**config.mk**
```make
export PLATFORM = sky130hd
export DESIGN_NAME = quad_rail_up_down_sequencer
export DESIGN_NICKNAME = d
export VERILOG_FILES = /design/src/logic/seq_pkg.sv /design/src/logic/quad_rail_up_down_sequencer.sv
export SDC_FILE = /design/constraint.sdc
export NUM_CORES = 1
export LEC_CHECK = 0
export ABC_AREA = 1
export BUFFER_PORTS_ARGS = -buffer_cell sky130_fd_sc_hd__buf_2
export CORE_ASPECT_RATIO = 2
export CORE_UTILIZATION = 32
export CTS_CLUSTER_SIZE = 8
export DETAILED_ROUTE_END_ITERATION = 10
export GPL_TIMING_DRIVEN = 0
export PLACE_DENSITY = 0.59
export SLEW_MARGIN = 30
export SYNTH_ARGS = -nofsm -noshare
export SYNTH_HDL_FRONTEND = slang
export SYNTH_SLANG_ARGS = --single-unit
```
**constraint.sdc**
```tcl
create_clock -name clk_sys -period 2.2 [get_ports clk_sys]
set_clock_uncertainty 0.05 [all_clocks]
set_input_delay 0.44 -clock clk_sys [delete_from_list [all_inputs] [get_ports clk_sys]]
set_output_delay 0.44 -clock clk_sys [all_outputs]
set_load 0.01 [all_outputs]
```
**src/logic/seq_pkg.sv**
```systemverilog
package seq_pkg;
    localparam int CLK_NS      = 10;
    localparam int DIR_FILT_NS = 1000;
    localparam int MON_FALL_NS = 1000;
    localparam int MON_RISE_NS = 5 * MON_FALL_NS;
    localparam int FCNT_W      = 10;
    localparam logic [FCNT_W-1:0] DIR_FILT_CYC =
        FCNT_W'((DIR_FILT_NS + CLK_NS - 1) / CLK_NS);
    localparam logic [FCNT_W-1:0] MON_FALL_CYC =
        FCNT_W'((MON_FALL_NS + CLK_NS - 1) / CLK_NS);
    localparam logic [FCNT_W-1:0] MON_RISE_CYC =
        FCNT_W'((MON_RISE_NS + CLK_NS - 1) / CLK_NS);
    localparam logic [2:0] GUARD_CYC = 3'h5;
    localparam int SYNC_W = 16;
    localparam int B_UP   = 4;
    localparam int B_DN   = 5;
    localparam int B_UD   = 6;
    localparam int B_FLT  = 7;
    localparam int B_LOCK = 8;
    localparam int B_COMB = 9;
    localparam int B_TMR  = 10;
    localparam int N_FILT = 8;

    typedef enum logic [3:0] {
        S_LOCK, S_SETF, S_CLRF, S_WOK, S_WAIT,
        S_DLY, S_EN, S_DONE, S_DIS
    } state_t;

    typedef struct packed {
        logic [3:0] step;
        logic       blank;
        logic       hold;
    } timer_t;
endpackage

```
**src/logic/quad_rail_up_down_sequencer.sv**
```systemverilog
`timescale 1ns/1ps
`default_nettype none
module quad_rail_up_down_sequencer
    import seq_pkg::*;
(
    input  wire logic       clk_sys,
    input  wire logic       rstn,
    input  wire logic       supply_lockout,
    input  wire logic       combined_mode,
    input  wire logic       up_request,
    input  wire logic       down_request,
    input  wire logic       updown_request,
    input  wire logic [3:0] rail_monitor,
    input  wire logic       fault_line_in,
    input  wire timer_t     timer_done,
    output var  logic [3:0] rail_enable,
    output var  logic       rails_good,
    output var  logic       sequence_complete,
    output var  logic       fault_line_out,
    output var  logic       fault_line_oe,
    output var  timer_t     timer_start
);

    function automatic logic [3:0] lower_mask(input logic [1:0] i);
        case (i)
            2'h0:    lower_mask = 4'h0;
            2'h1:    lower_mask = 4'h1;
            2'h2:    lower_mask = 4'h3;
            default: lower_mask = 4'h7;
        endcase
    endfunction

    function automatic logic [3:0] en_mask(input state_t s,
                                           input logic [1:0] i);
        case (s)
            S_DLY:   en_mask = lower_mask(i);
            S_EN:    en_mask = lower_mask(i) | (4'h1 << i);
            S_DONE:  en_mask = 4'hF;
            S_DIS:   en_mask = lower_mask(i);
            default: en_mask = 4'h0;
        endcase
    endfunction

    function automatic logic [FCNT_W-1:0] filt_len(input int i,
                                                   input logic rise);
        if (i < 4)
            filt_len = rise ? MON_RISE_CYC : MON_FALL_CYC;
        else
            filt_len = DIR_FILT_CYC;
    endfunction

    logic [SYNC_W-1:0] s1;
    logic [SYNC_W-1:0] s2;
    logic [N_FILT-1:0] filt;
    logic [2:0]        dir_prev;
    state_t            state;
    state_t            next_state;
    logic [1:0]        idx;
    logic [1:0]        next_idx;
    timer_t            next_start;
    logic [2:0]        guard;
    logic              go_fault;

    wire logic [SYNC_W-1:0] raw = {timer_done, combined_mode,
        supply_lockout, fault_line_in, updown_request, down_request,
        up_request, rail_monitor};

    always_ff @(posedge clk_sys or negedge rstn) begin
        if (!rstn) begin
            s1 <= '0;
            s2 <= '0;
        end else begin
            s1 <= raw;
            s2 <= s1;
        end
    end

    // Glitch filters: output follows input only after a stable run
    for (genvar g = 0; g < N_FILT; g++) begin : g_filt
        logic [FCNT_W-1:0] cnt;
        wire logic differ = s2[g] != filt[g];
        wire logic [FCNT_W-1:0] len = filt_len(g, s2[g]);
        always_ff @(posedge clk_sys or negedge rstn) begin
            if (!rstn) begin
                cnt     <= '0;
                filt[g] <= 1'b0;
            end else if (!differ) begin
                cnt <= '0;
            end else if (cnt >= len - FCNT_W'(1)) begin
                cnt     <= '0;
                filt[g] <= s2[g];
            end else begin
                cnt <= cnt + FCNT_W'(1);
            end
        end
    end

    wire logic       lock    = s2[B_LOCK];
    wire logic       comb    = s2[B_COMB];
    wire timer_t     done_s  = s2[SYNC_W-1:B_TMR];
    wire logic [3:0] mon     = filt[3:0];
    wire logic       flt_hi  = filt[B_FLT];
    wire logic       up_f    = comb ? filt[B_UD] : filt[B_UP];
    wire logic       dn_f    = comb ? filt[B_UD] : filt[B_DN];
    wire logic       up_p    = comb ? dir_prev[2] : dir_prev[0];
    wire logic       dn_p    = comb ? dir_prev[2] : dir_prev[1];
    wire logic       up_rise = up_f & ~up_p;
    wire logic       dn_fall = ~dn_f & dn_p;
    wire logic       ext_flt = ~flt_hi & ~fault_line_oe;
    wire logic       uv_low  = |(~mon & lower_mask(idx));
    wire logic       sel_done =
        (state == S_SETF) ? done_s.hold :
        (state == S_EN)   ? done_s.blank : done_s.step[idx];
    wire logic       tdone   = sel_done && guard == 3'h0;
    wire logic       up_flt  = ext_flt | dn_fall | uv_low;

    always_ff @(posedge clk_sys or negedge rstn) begin
        if (!rstn)
            dir_prev <= 3'h0;
        else
            dir_prev <= filt[B_UD:B_UP];
    end

    always_comb begin
        next_state = state;
        next_idx   = idx;
        next_start = '0;
        go_fault   = 1'b0;
        case (state)
            S_LOCK: begin
                go_fault = 1'b1;
            end
            S_SETF: begin
                if (tdone)
                    next_state = S_CLRF;
            end
            S_CLRF: begin
                if (!up_f)
                    next_state = S_WOK;
            end
            S_WOK: begin
                if (flt_hi)
                    next_state = S_WAIT;
            end
            S_WAIT: begin
                if (ext_flt || dn_fall) begin
                    go_fault = 1'b1;
                end else if (up_rise) begin
                    next_idx = 2'h0;
                    if (comb) begin
                        next_state       = S_EN;
                        next_start.blank = 1'b1;
                    end else begin
                        next_state       = S_DLY;
                        next_start.step  = 4'h1;
                    end
                end
            end
            S_DLY: begin
                if (up_flt) begin
                    go_fault = 1'b1;
                end else if (tdone) begin
                    next_state       = S_EN;
                    next_start.blank = 1'b1;
                end
            end
            S_EN: begin
                if (up_flt) begin
                    go_fault = 1'b1;
                end else if (tdone) begin
                    if (!mon[idx]) begin
                        go_fault = 1'b1;
                    end else if (idx == 2'h3) begin
                        next_state = S_DONE;
                    end else begin
                        next_state      = S_DLY;
                        next_idx        = idx + 2'h1;
                        next_start.step = 4'h1 << (idx + 2'h1);
                    end
                end
            end
            S_DONE: begin
                if (ext_flt || up_rise || !(&mon)) begin
                    go_fault = 1'b1;
                end else if (dn_fall) begin
                    next_state      = S_DIS;
                    next_idx        = 2'h3;
                    next_start.step = 4'h8;
                end
            end
            S_DIS: begin
                if (ext_flt || up_rise || uv_low) begin
                    go_fault = 1'b1;
                end else if (idx == 2'h0 && comb) begin
                    next_state = S_WAIT;
                end else if (tdone) begin
                    if (idx == 2'h0) begin
                        next_state = S_WAIT;
                    end else begin
                        next_idx = idx - 2'h1;
                        // Combined variant has no first delay timer to arm
                        if (!(comb && idx == 2'h1))
                            next_start.step = 4'h1 << (idx - 2'h1);
                    end
                end
            end
            default: begin
                go_fault = 1'b1;
            end
        endcase
        if (go_fault) begin
            next_state      = S_SETF;
            next_idx        = 2'h0;
            next_start      = '0;
            next_start.hold = 1'b1;
        end
        if (lock) begin
            next_state = S_LOCK;
            next_idx   = 2'h0;
            next_start = '0;
        end
    end

    // Guard hides a stale done level while the timer re-arms
    always_ff @(posedge clk_sys or negedge rstn) begin
        if (!rstn)
            guard <= GUARD_CYC;
        else if (|next_start)
            guard <= GUARD_CYC;
        else if (guard != 3'h0)
            guard <= guard - 3'h1;
    end

    always_ff @(posedge clk_sys or negedge rstn) begin
        if (!rstn) begin
            state <= S_LOCK;
            idx   <= 2'h0;
        end else begin
            state <= next_state;
            idx   <= next_idx;
        end
    end

    wire logic next_seq = next_state == S_DONE || next_state == S_DIS;
    wire logic next_oe  = next_state == S_LOCK || next_state == S_SETF
                          || next_state == S_CLRF;

    always_ff @(posedge clk_sys or negedge rstn) begin
        if (!rstn) begin
            rail_enable       <= 4'h0;
            rails_good        <= 1'b0;
            sequence_complete <= 1'b0;
            fault_line_out    <= 1'b0;
            fault_line_oe     <= 1'b1;
            timer_start       <= '0;
        end else begin
            rail_enable       <= en_mask(next_state, next_idx);
            rails_good        <= &mon & ~lock;
            sequence_complete <= next_seq;
            fault_line_out    <= 1'b0;
            fault_line_oe     <= next_oe;
            timer_start       <= next_start;
        end
    end
endmodule
`default_nettype wire

```
# After elaboration in Yosys (flattened, before gate mapping)
# Cells that the tools add are included.
# Widths: inputs -> output; s select.
# word_totals
reg_bits	145
in_bits	18
out_inout_bits	14
elab_cells	228
# classes
add_sub_neg	15
order_cmp	9
n_eq_ne	27
shifts	3
n_mux	101
bitwise_logic	14
n_reduce_logical	30
# op_table
op	n
$mux 10	16
$mux 4	30
$add 10x1->10 const B	8
$ge 10x10->1	4
$ge 10x7->1 const B	4
$sub 9x1->10 const B	4
$mux 2	18
$mux 9	4
$pmux 4 s8	1
$eq 4x3->1 const B	7
$mux 1	19
$pmux 3 s3	2
$pmux 4 s4	1
$reduce_and 2->1	8
$eq 4x2->1 const B	3
$mux 6	2
$pmux 4 s3	1
$shl 1x2->4 const A	3
$eq 4x1->1 const B	2
$eq 4x4->1 const B	2
$ne 1x1->1	8
$pmux 2 s4	1
$logic_or 1x1->1	7
$eq 2x2->1 const B	3
other kinds (27)	41

# Logic depth before layout (Yosys ltp)
# Gate-level depths: netlist of the first run.
# logic_depth
depth_word	16
ltp_mapped	18
depth_no_buf	17

# Worst setup path before layout of the first run
# No wires, ideal clock.
# synth_path
path_type	reg2reg
from	reg g_filt[1].cnt[0]
to	reg g_filt[1].cnt[6]
setup_ns	0.096
arrival_time_ns	1.812
required_ns	2.054
setup_slack_ns	0.242
path_stages_with_launch	10
path_buffers	0
synth_period_minus_slack_ns	1.958
cell_sequence	dfrtp_1 > ha_1 > inv_1 > nand2_1 > o21a_1 > o211ai_1 > nand2_1 > a211oi_1 > nand3_1 > a211oi_1
# synth_via
elab_chain_len	3
elab_cells_between_ends	4
classes_between	1 x add/sub; 1 x order compare; 2 x mux
# synth_lines
element	line_no	rtl
start, declared	quad_rail_up_down_sequencer.sv:80	logic [FCNT_W-1:0] cnt;
start signal, assigned	quad_rail_up_down_sequencer.sv:93	cnt <= cnt + FCNT_W'(1);
$add 10x1->10 or $ge 10x10->1 (tied branches)	quad_rail_up_down_sequencer.sv:93, quad_rail_up_down_sequencer.sv:89	
$mux 10 *	quad_rail_up_down_sequencer.sv:89	end else if (cnt >= len - FCNT_W'(1)) begin
$mux 10 *	quad_rail_up_down_sequencer.sv:87	end else if (!differ) begin
# Every way passes the cells marked *; elsewhere a longest branch is shown, timed or not.
# A chain may end at the register's enable or synchronous reset.

# Worst setup path in the final report of the first run
# layout_path
from	reg s2[9]
to	reg rail_enable[1]
# layout_via
elab_chain_len	14
elab_cells_between_ends	57
classes_between	6 x eq/ne; 1 x shift; 36 x mux; 7 x bitwise; 7 x reduce/logical
# layout_lines
element	line_no	rtl
start, declared	quad_rail_up_down_sequencer.sv:53	logic [SYNC_W-1:0] s2;
start signal, assigned	quad_rail_up_down_sequencer.sv:71	s2 <= '0;
start signal, assigned	quad_rail_up_down_sequencer.sv:74	s2 <= s1;
$mux 1, on equally long branches	quad_rail_up_down_sequencer.sv:104, quad_rail_up_down_sequencer.sv:105	
$not 1->1, on equally long branches	quad_rail_up_down_sequencer.sv:108, quad_rail_up_down_sequencer.sv:107	
$and 1x1->1, on equally long branches	quad_rail_up_down_sequencer.sv:108, quad_rail_up_down_sequencer.sv:107	
$or 1x1->1 or $logic_or 1x1->1 (tied branches)	quad_rail_up_down_sequencer.sv:115, quad_rail_up_down_sequencer.sv:183, quad_rail_up_down_sequencer.sv:192	
$or 1x1->1 (tied with other cells)	quad_rail_up_down_sequencer.sv:115	wire logic up_flt = ext_flt | dn_fall | uv_low;
$mux 1 (tied with other cells)	quad_rail_up_down_sequencer.sv:168	if (up_flt) begin
$pmux 1 s6 or $pmux 2 s4 (tied branches)	quad_rail_up_down_sequencer.sv:129	case (state)
$mux 2	quad_rail_up_down_sequencer.sv:211	if (go_fault) begin
$mux 2	quad_rail_up_down_sequencer.sv:217	if (lock) begin
$eq 2x2->1 (tied with other cells)	quad_rail_up_down_sequencer.sv:25	case (i)
$pmux 3 s3	quad_rail_up_down_sequencer.sv:25	
$mux 4	quad_rail_up_down_sequencer.sv:35	case (s)
$or 4x4->4	quad_rail_up_down_sequencer.sv:37	S_EN: en_mask = lower_mask(i) | (4'h1 << i);
$pmux 4 s3 *	quad_rail_up_down_sequencer.sv:35	
end signal, assigned	quad_rail_up_down_sequencer.sv:257	rail_enable <= en_mask(next_state, next_idx);
end, declared	quad_rail_up_down_sequencer.sv:16	output var logic [3:0] rail_enable,
# Every way passes the cells marked *; elsewhere a longest branch is shown, timed or not. The select of a mux whose other input is x is not followed.

==> impl_metrics.tcl, run 1 <==
set metrics [dict create \
    hold_viol_final 0 \
    htreeDepth 4 \
    grt_use_total_pct 13.8 \
    die_y_um 206 \
    timing.rr.start "s2[9]" \
    detail_route.wl_per_cell_um 12.6 \
    dp_worst_setup_slack_ns -0.165 \
    cpMaxStageDelayCell "dfrtp_1" \
    coreArea_mm2 0.0205 \
    ys_warn_count 0 \
    holdCritPathClass "in -> reg" \
    numCtsBuffers 17 \
    final_net_count 844 \
    num_vias 4921 \
    drv_slew 0 \
    grt_antenna_before_repair 0 \
    synth.largest_area_cell "dfrtp_1" \
    failed_checks "negative setup slack" \
    path_common_cell "nand2_2" \
    n_antenna_cell 0 \
    regArea_mm2 0.00364 \
    clk_pin_slew_ns 0.06 \
    ios 32 \
    synthCells 726 \
    finalCritPeriodShare_pct 101 \
    netlist_area_mm2 0.00667 \
    rr_worst_depth 14 \
    crit_arrival_ns 2.49 \
    grt_pass1_vias 4858 \
    critical_path_class "reg -> reg" \
    clk_latency_ns 0.43 \
    fin_crit_ns 2.22 \
    async_reset_ff_share_pct 100 \
    yosys.area.top_type_share_pct 53.2 \
    setup_viol 1 \
    max_freq_mhz 449 \
    placed_area_mm2 0.00724 \
    crit_path_start "s2[9]" \
    critPathRequiredTime_ns 2.47 \
    row_count 74 \
    cp-start-kind "flop" \
    min_from "timer_done[5]" \
    synth-simple-area-share_pct 24.7 \
    postLayoutCoreUtil_pct 39.8 \
    drive_gt1_share_pct 21.7 \
    synthDistinctLibCells 42 \
    drt_iter0_markers 248 \
    drc 0 \
    ant_nets 0 \
    synthAdderAreaFrac_pct 4.12 \
    syn_avg_cell_area_um2 9.19 \
    dr.pass1.iters 7 \
    cts_root_buf "clkbuf_16" \
    gp_congestion 0.943 \
    grt_max_degree 89 \
    holdWs_ns 0.0612 \
    port_buffers 30 \
    yosys_register_bits 145 \
    critPathCaptureType "flop" \
    grt_pass1_wl_um 22800 \
    path_cells "buf_6 -> nor2_2 -> nor2_2 -> nand2_2 -> nand2_2 -> nor2_4 -> o21a_1 -> nand2_2 -> nor2_4 -> nand4_1 -> nand2_1 -> nand2_2 -> o21ai_2 -> nand2_1" \
    synth_flop_cell "dfrtp_1" \
    synth_edf_count 0 \
    fin_area_mm2 0.00814 \
    start_util_pct 32.6 \
    cp_max_fo 5 \
    fin_tns_setup_ns -0.0248 \
    synth.area.mux_share_pct 0.169 \
    design.die.area_mm2 0.0215 \
    status "finished, violations left" \
    maxCapViolations 0 \
    cts_buffer_depth 2 \
    max_stage_delay_ns 0.42 \
    synth_compound_area_share_pct 6.62 \
    n_fill_cell 2011 \
    chipWidth_um 104 \
    multi_input_area_mm2 0.00285 \
    rsz0062_at_grt "yes" \
    fin_ws_ns -0.0248 \
    synth.area.top_cells "dfrtp_1 (53%), nand2_1 (7.0%), nor2_1 (5.7%)" \
    whs_path_depth 1 \
    dp_hpwl_um 9880 \
    via_per_inst 4.54 \
    peakVddDrop_mv 0.454 \
    cts_tree "built" \
    power_leakage_nw 4.02 \
    finalWirelength_um 13600 \
    gr-total-overflow 0 \
    cts.sinks 145 \
    yosys.area_share.xor_xnor_pct 3.67 \
    ys_seq_area_share_pct 54.4 \
    area_delta_synth_final_pct 21.9 \
    power_density_mw_per_mm2 757 \
    synth_top_family_by_area "simple AND/OR/NAND/NOR gates" \
]
final timing paths:
check / endpoint / slack, ns
max: rail_enable[1] / -0.02
min: s1[15] / 0.06
max reg2reg: rail_enable[1] / -0.02
min reg2reg: s2[5] / 0.30
max in group asynchronous: fault_line_oe / 0.82
min in group asynchronous: g_filt[5].cnt[3] / 0.48
cells in the final DEF, fill, tap and decap left out, types with 4 or more instances in the layout:
cell type and n:
a211oi_1 4, a21oi_1 20, a31oi_1 4, buf_2 31
buf_4 14, clkbuf_16 17, conb_1 13, dfrtp_1 139
ha_1 22, inv_1 81, inv_2 13, inv_6 6
inv_8 4, nand2_1 119, nand2_2 14, nand2_4 10
nand3_1 42, nand3_2 9, nand4_1 11, nor2_1 91
nor2_2 13, nor2_4 12, nor3_1 11, nor3b_1 6
nor4_1 4, o211ai_1 5, o21a_1 5, o21ai_0 21
o21ai_1 5, xnor2_1 12, xor2_1 16
cell usage after synthesis (all sizes together), types with 5 or more instances:
library cell  number
o211ai             5
a211oi             6
a21oi             21
nor4               7
nor3              13
dfrtp            142
xor2              16
nor3b              6
nand4             11
o21ai             29
ha                22
o21a               5
nor2             116
nand3             52
inv               98
nand2            143
xnor2             12
flip-flops by register name (all words and copies together), names as in the netlist, 2 cells and up:
name         cells
s1              16
dir_prev         3
g_filt.cnt      80
s2              16
state            4
rail_enable      4
guard            3
idx              2
timer_start      6
filt             7
worst max-delay path: cells and delay by family, from the launching register on:
kind / cells / cell delay (ns)
flip-flops: 1 / 0.42
AND/OR/NAND/NOR: 11 / 1.21
buffers and inverters: 1 / 0.16
AO/OA/AOI/OAI: 2 / 0.27
logic make-up (layout without fill, tap and decap cells):
family / count (synthesis) / after routing
and+or+nand+nor: 352 / 352
DFF: 145 / 145
buffers and inverters: 102 / 181
AOI/OAI and AO/OA: 75 / 75
xor gates and xnor gates: 28 / 28
adders and majority gates: 22 / 22
other: 1 / 13
muxes: 1 / 1
repair_timing:
item	4_1_cts	5_1_grt
hold buffers	1	0
endpoints found under the hold margin	55	0
setup endpoints to repair	14	59
gates resized for setup	9	49
buffers inserted	3	10
pin swaps	2	12
cloned	0	2
where the power goes:
group | total, W | internal, W | leakage (nW) | switching, W
sequential | 0.00285 | 0.00278 | 1.88 | 0.0000697
clock | 0.00282 | 0.00162 | 0.287 | 0.00119
combinational | 0.000495 | 0.000183 | 1.85 | 0.000312
final cells by class:
cell class	instances	area share, %
Buffer	4	0.554
Clock buffer	18	5.40
Timing Repair Buffer	47	3.75
Sequential cell	145	44.7
Multi-Input combinational cell	491	35.0
Inverter	98	4.77
Tap cell	266	4.09
Clock inverter	14	1.77
layer usage:
layer | GRT usage (%) | wire length, um | vias to the layer above
met4 | 9.90 | 676 | 0
li1 | - | - | 2491
met1 | 13.5 | 5010 | 2315
met3 | 2.90 | 357 | 38
met5 | 0 | 0 | -
met2 | 25.5 | 7560 | 77
through the flow:
step                      std cells  power [W]
after detailed placement       1035    0.00333
final                          1083    0.00616
after floorplan                 738    0.00316
after global placement         1034    0.00331
after global routing           1083    0.00645
after CTS                      1071    0.00620
Note: power is estimated with default switching activity, not from simulation.
==> run 2, diff against run 1 <==
- ABC_AREA: 1 -> not set
==> impl_metrics.tcl, run 2 <==
set metrics [dict create \
    port_buffers 30 \
    synth_edf_count 0 \
    fin_area_mm2 0.00808 \
    dp_worst_setup_slack_ns -0.781 \
    synth.largest_area_cell "dfrtp_1" \
    crit_buf_inv 2 \
    ys_warn_count 0 \
    grt_pass1_wl_um 22500 \
    final_common_cell "dfrtp_1" \
    worstMarginPinSlew_ns 0.544 \
    crit_arrival_ns 3.06 \
    top_register "g_filt.cnt" \
    finalWirelength_um 13300 \
    detail_route.wl_per_cell_um 13.9 \
    row_count 73 \
    setup_viol 20 \
    critPathCaptureType "flop" \
    cts_tree "built" \
    area_delta_synth_final_pct 25.8 \
    wl_met2_um 7280 \
    grt_use_total_pct 14.5 \
    ios 32 \
    cp.depth 9 \
    critical_path.top_delay_family "simple AND/OR/NAND/NOR gates" \
    yosysMostFrequentCell "dfrtp_1" \
    grt_max_degree 74 \
    chipWidth_um 102 \
    crit_path_start "s2[9]" \
    ys_seq_area_share_pct 56.5 \
    num_vias 4555 \
    design.die.area_mm2 0.0207 \
    async_reset_ff_share_pct 100 \
    crit_end "rail_enable[1]" \
    placed_area_mm2 0.00702 \
    rsz0062_at_grt "yes" \
    rrSetupSlack_ns -0.57 \
    largest_reg_flops 80 \
    r2r_end "rail_enable[1]" \
    final_cell_mix "dfrtp_1 (140), nor2_1 (105), xnor2_1 (32), buf_2 (30), nand3_1 (29)" \
    synthDistinctLibCells 59 \
    max_stage_delay_ns 0.41 \
    holdCritPathClass "in -> reg" \
    cp-start-kind "flop" \
    fin_ws_ns -0.565 \
    coreArea_mm2 0.0197 \
    synth_flop_cell "dfrtp_1" \
    gp_congestion 0.911 \
    gr-total-overflow 0 \
    highest_layer "met4" \
    n_antenna_cell 0 \
    maxCapViolations 0 \
    die_y_um 202 \
    syn_avg_cell_area_um2 10.7 \
    failed_checks "negative setup slack" \
    dr.pass1.iters 5 \
    critPathRequiredTime_ns 2.50 \
    reg_top3 "g_filt.cnt x80, s1 x16, s2 x16" \
    grt_antenna_before_repair 0 \
    power_leakage_nw 3.59 \
    grt_pass1_vias 4724 \
    wl_met3_um 477 \
    drc 0 \
    path_cells "buf_8 -> and3b_2 -> or3_4 -> o21a_1 -> or3_1 -> or2_4 -> buf_8 -> or3_4 -> a211oi_2" \
    cpMaxStageDelayCell "or3_4" \
    ant_nets 0 \
    synth.area.top_cells "dfrtp_1 (55%), nor2_1 (6.4%), xnor2_1 (4.4%)" \
    holdWs_ns 0.0607 \
    yosys.area.top_type_share_pct 55.3 \
    cts_buffer_depth 2 \
    htreeDepth 4 \
    synthCells 602 \
    peakVddDrop_mv 0.436 \
    dp_hpwl_um 9070 \
    netlist_area_mm2 0.00642 \
    status "finished, violations left" \
    clk_latency_ns 0.43 \
    final_net_count 726 \
    hold_viol_final 0 \
    timing.rr.start "s2[9]" \
    fin_crit_ns 2.77 \
    rr_worst_depth 9 \
    n_fill_cell 1927 \
    max_freq_mhz 362 \
    drv_slew 0 \
    cts.sinks 145 \
    finalCritPeriodShare_pct 126 \
    cp_max_fo 5 \
    synth_common_cells "dfrtp_1 (142), nor2_1 (110), nand3_1 (35), xnor2_1 (32), inv_1 (27)" \
    clk_pin_slew_ns 0.06 \
    drive_gt1_share_pct 21.9 \
    max-slew-margin-rel_pct 63.7 \
    wirelength_met1_um 5050 \
    postLayoutCoreUtil_pct 41.0 \
    yosys_register_bits 145 \
    start_util_pct 32.6 \
    critical_path_class "reg -> reg" \
    power_density_mw_per_mm2 816 \
    via_per_inst 4.74 \
    drt_iter0_markers 218 \
    numCtsBuffers 17 \
    cts_root_buf "clkbuf_16" \
]
-- run 2: cell types whose count changed in the layout (fill, tap and decap cells not counted), moves of 12 or more --
cell | before | now
inv_1 | 81 | 26
nand2_1 | 119 | 26
nand2_2 | 14 | 0
xnor2_1 | 12 | 32
nor2_1 | 91 | 105
nand3_1 | 42 | 29
inv_2 | 13 | 1
and3_1 | 1 | 13
-- run 2: kinds of logic after synthesis --
kind of cell,share of synthesized area [%]
simple gates,19.3
flops,56.5
compound gates,7.30
xor+xnor,7.64
buf+inv,2.61
fa+ha+maj,4.29
mux,2.24
other cells,0.0584
-- run 2: how the worst min path moves through the flow --
stage	startpoint	to	slack (ns)	cells after the start
after floorplan	rstn	dir_prev[0]	0.09	0
after detailed placement	s1[14]	s2[14]	0.28	0
after global placement	s1[11]	s2[11]	0.28	0
after CTS	fault_line_in	s1[7]	0.04	1
after global routing	timer_done[5]	s1[15]	0.04	1
final	fault_line_in	s1[7]	0.06	1
-- run 2: area by class of cell --
type                            count  area, um2  area share, %
Buffer                             11        109           1.35
Clock buffer                       20        447           5.53
Clock inverter                     12        158           1.95
Inverter                           27        101           1.25
Multi-Input combinational cell    431       2940           36.3
Sequential cell                   145       3630           45.0
Tap cell                          262        328           4.06
Timing Repair Buffer               53        370           4.58
-- run 2: power breakdown --
group | internal, W | leakage [nW] | switching (W)
clock network | 0.00182 | 0.287 | 0.00112
registers | 0.00280 | 1.88 | 0.0000769
logic | 0.000345 | 1.43 | 0.000443
-- run 2: metal layers --
| metal | vias up | track usage [%] |
|---|---|---|
| met5 | - | 0 |
| met4 | 0 | 9.39 |
| met1 | 2196 | 15.1 |
| met2 | 105 | 24.9 |
| met3 | 38 | 4.11 |
| li1 | 2216 | - |
-- run 2: repair_timing --
action	CTS	global route
hold buffers	1	0
setup endpoints to repair	21	61
endpoints found under the hold margin	70	0
gates resized for setup	39	30
pin swaps	6	5
setup buffers	11	8
gates cloned	2	1
-- run 2: per-stage QoR --
| stage | TNS [ns] | total power [W] | cells |
|---|---|---|---|
| floorplan | -3.38 | 0.00332 | 614 |
| global placement | -215.35 | 0.00351 | 906 |
| detailed placement | -9.90 | 0.00353 | 907 |
| CTS | -6.87 | 0.00662 | 953 |
| global route | -8.05 | 0.00691 | 961 |
| finish | -6.56 | 0.00660 | 961 |
-- run 2: worst reg2reg max path, stage by stage (launching register included) --
cell and delay, ns:
dfrtp_1 0.38, buf_8 0.12, and3b_2 0.19, or3_4 0.41, o21a_1 0.20, or3_1 0.36
or2_4 0.29, buf_8 0.15, or3_4 0.35, a211oi_2 0.18
==> run 3, diff against run 2 <==
- PLACE_DENSITY: 0.59 -> 0.61
- clock period: 2.2 -> 2.4 ns (I/O delays scaled with it)
==> impl_metrics.tcl, run 3 (synthesis results as in run 2) <==
set metrics [dict create \
    n_fill_cell 1937 \
    crit_path_start "state[2]" \
    via_per_inst 4.75 \
    design.die.area_mm2 0.0207 \
    power_leakage_nw 3.57 \
    setup_viol 14 \
    dp_hpwl_um 9130 \
    critical_path_class "reg -> reg" \
    reg_top3 "g_filt.cnt x80, s1 x16, s2 x16" \
    grt_antenna_before_repair 0 \
    area_delta_synth_final_pct 25.4 \
    status "finished, violations left" \
    holdCritPathClass "in -> reg" \
    drv_slew 0 \
    rr_worst_depth 8 \
    drc 0 \
    r2r_end "rail_enable[1]" \
    gr-total-overflow 0 \
    dp_cells 907 \
    rsz0062_at_grt "yes" \
    cp_max_fo 5 \
    final_cell_mix "dfrtp_1 (138), nor2_1 (105), nand3_1 (33), buf_2 (32), xnor2_1 (32)" \
    max-slew-margin-rel_pct 66.1 \
    gp_congestion 0.919 \
    num_vias 4559 \
    failed_checks "negative setup slack" \
    hold_viol_final 0 \
    coreArea_mm2 0.0197 \
    fin_ws_ns -0.332 \
    stdcell_count 959 \
    largest_reg_flops 80 \
    critPathCaptureType "flop" \
    dr.pass1.iters 4 \
    start_util_pct 32.6 \
    top_register "g_filt.cnt" \
    rrSetupSlack_ns -0.33 \
    critPathRequiredTime_ns 2.70 \
    chipWidth_um 102 \
    crit_arrival_ns 3.03 \
    clk_latency_ns 0.43 \
    cts.sinks 145 \
    grt_pass1_wl_um 22000 \
    peakVddDrop_mv 0.463 \
    grt_pass1_vias 4616 \
    numCtsBuffers 17 \
    timing.rr.start "state[2]" \
    maxCapViolations 0 \
    cp-start-kind "flop" \
    holdWs_ns 0.103 \
    finalWirelength_um 13100 \
    drive_gt1_share_pct 22.5 \
    final_net_count 724 \
    postLayoutCoreUtil_pct 40.8 \
    worstMarginPinSlew_ns 0.504 \
    regArea_mm2 0.00364 \
    port_buffers 30 \
    fin_crit_ns 2.73 \
    grt_max_degree 79 \
    die_y_um 202 \
    n_antenna_cell 0 \
    drt_iter0_markers 122 \
    ant_nets 0 \
    power_density_mw_per_mm2 739 \
    cts_tree "built" \
    ios 32 \
    row_count 73 \
    htreeDepth 4 \
    final_common_cell "dfrtp_1" \
    clk_pin_slew_ns 0.06 \
    finalCritPeriodShare_pct 114 \
    cts_buffer_depth 2 \
    detail_route.wl_per_cell_um 13.7 \
    multi_input_area_mm2 0.00294 \
    grt_use_total_pct 14.2 \
    max_freq_mhz 366 \
    crit_end "rail_enable[1]" \
    cts_root_buf "clkbuf_16" \
]
-- run 3: critical path, stage by stage (launching register included) --
cell      delay, ns
dfrtp_1        0.40
or4b_4         0.59
nor4_4         0.18
a31oi_2        0.14
or3_1          0.34
or2_4          0.28
buf_6          0.15
or3_4          0.34
a211oi_2       0.17
-- run 3: layer usage --
metal	track usage, %	up-vias	routed length, um
met5	0	-	0
li1	-	2215	-
met3	3.91	33	377
met2	25.3	75	7340
met4	8.42	0	644
met1	14.1	2236	4750
-- run 3: metrics by stage --
stage | setup TNS, ns | total power [W] | worst slack (ns) | cell area (um2)
after floorplan | -0.787 | 0.00304 | -0.236 | 6490
after global placement | -183.12 | 0.00323 | -1.25 | 6970
after detailed placement | -6.29 | 0.00324 | -0.578 | 7010
after CTS | -3.00 | 0.00596 | -0.372 | 7890
after global routing | -3.42 | 0.00623 | -0.430 | 8050
final | -2.08 | 0.00595 | -0.332 | 8050
-- run 3: what timing repair did --
item | CTS | global route
hold endpoints to repair | 66 | 0
endpoints found under the setup margin | 20 | 20
buffers inserted | 14 | 11
pin swaps | 9 | 15
hold buffers | 1 | 0
resized for setup | 46 | 35
gates cloned | 1 | 0
-- run 3: power by group --
group          switching (W)  total [W]  internal [W]
clock network        0.00106    0.00260       0.00154
registers          0.0000752    0.00264       0.00256
logic               0.000408   0.000709      0.000301
total                0.00155    0.00595       0.00441
-- run 3: area by class of cell --
cell class                      count  share of cell area, %
Timing Repair Buffer               54                   4.74
Inverter                           27                   1.26
Buffer                              9                  0.979
Sequential cell                   145                   45.2
Multi-Input combinational cell    430                   36.5
Tap cell                          262                   4.07
Clock inverter                     14                   1.93
Clock buffer                       18                   5.33
-- run 3: worst min-delay path by stage --
stage / slack (ns) / end / startpoint / depth (start not counted)
6_report: 0.10 / s1[13] / timer_done[3] / 1
5_1_grt: 0.08 / s1[7] / fault_line_in / 1
4_1_cts: 0.08 / s1[4] / up_request / 1
3_5_place_dp: 0.28 / s2[11] / s1[11] / 0
3_3_place_gp: 0.28 / s2[11] / s1[11] / 0
2_1_floorplan: 0.13 / dir_prev[0] / rstn / 0
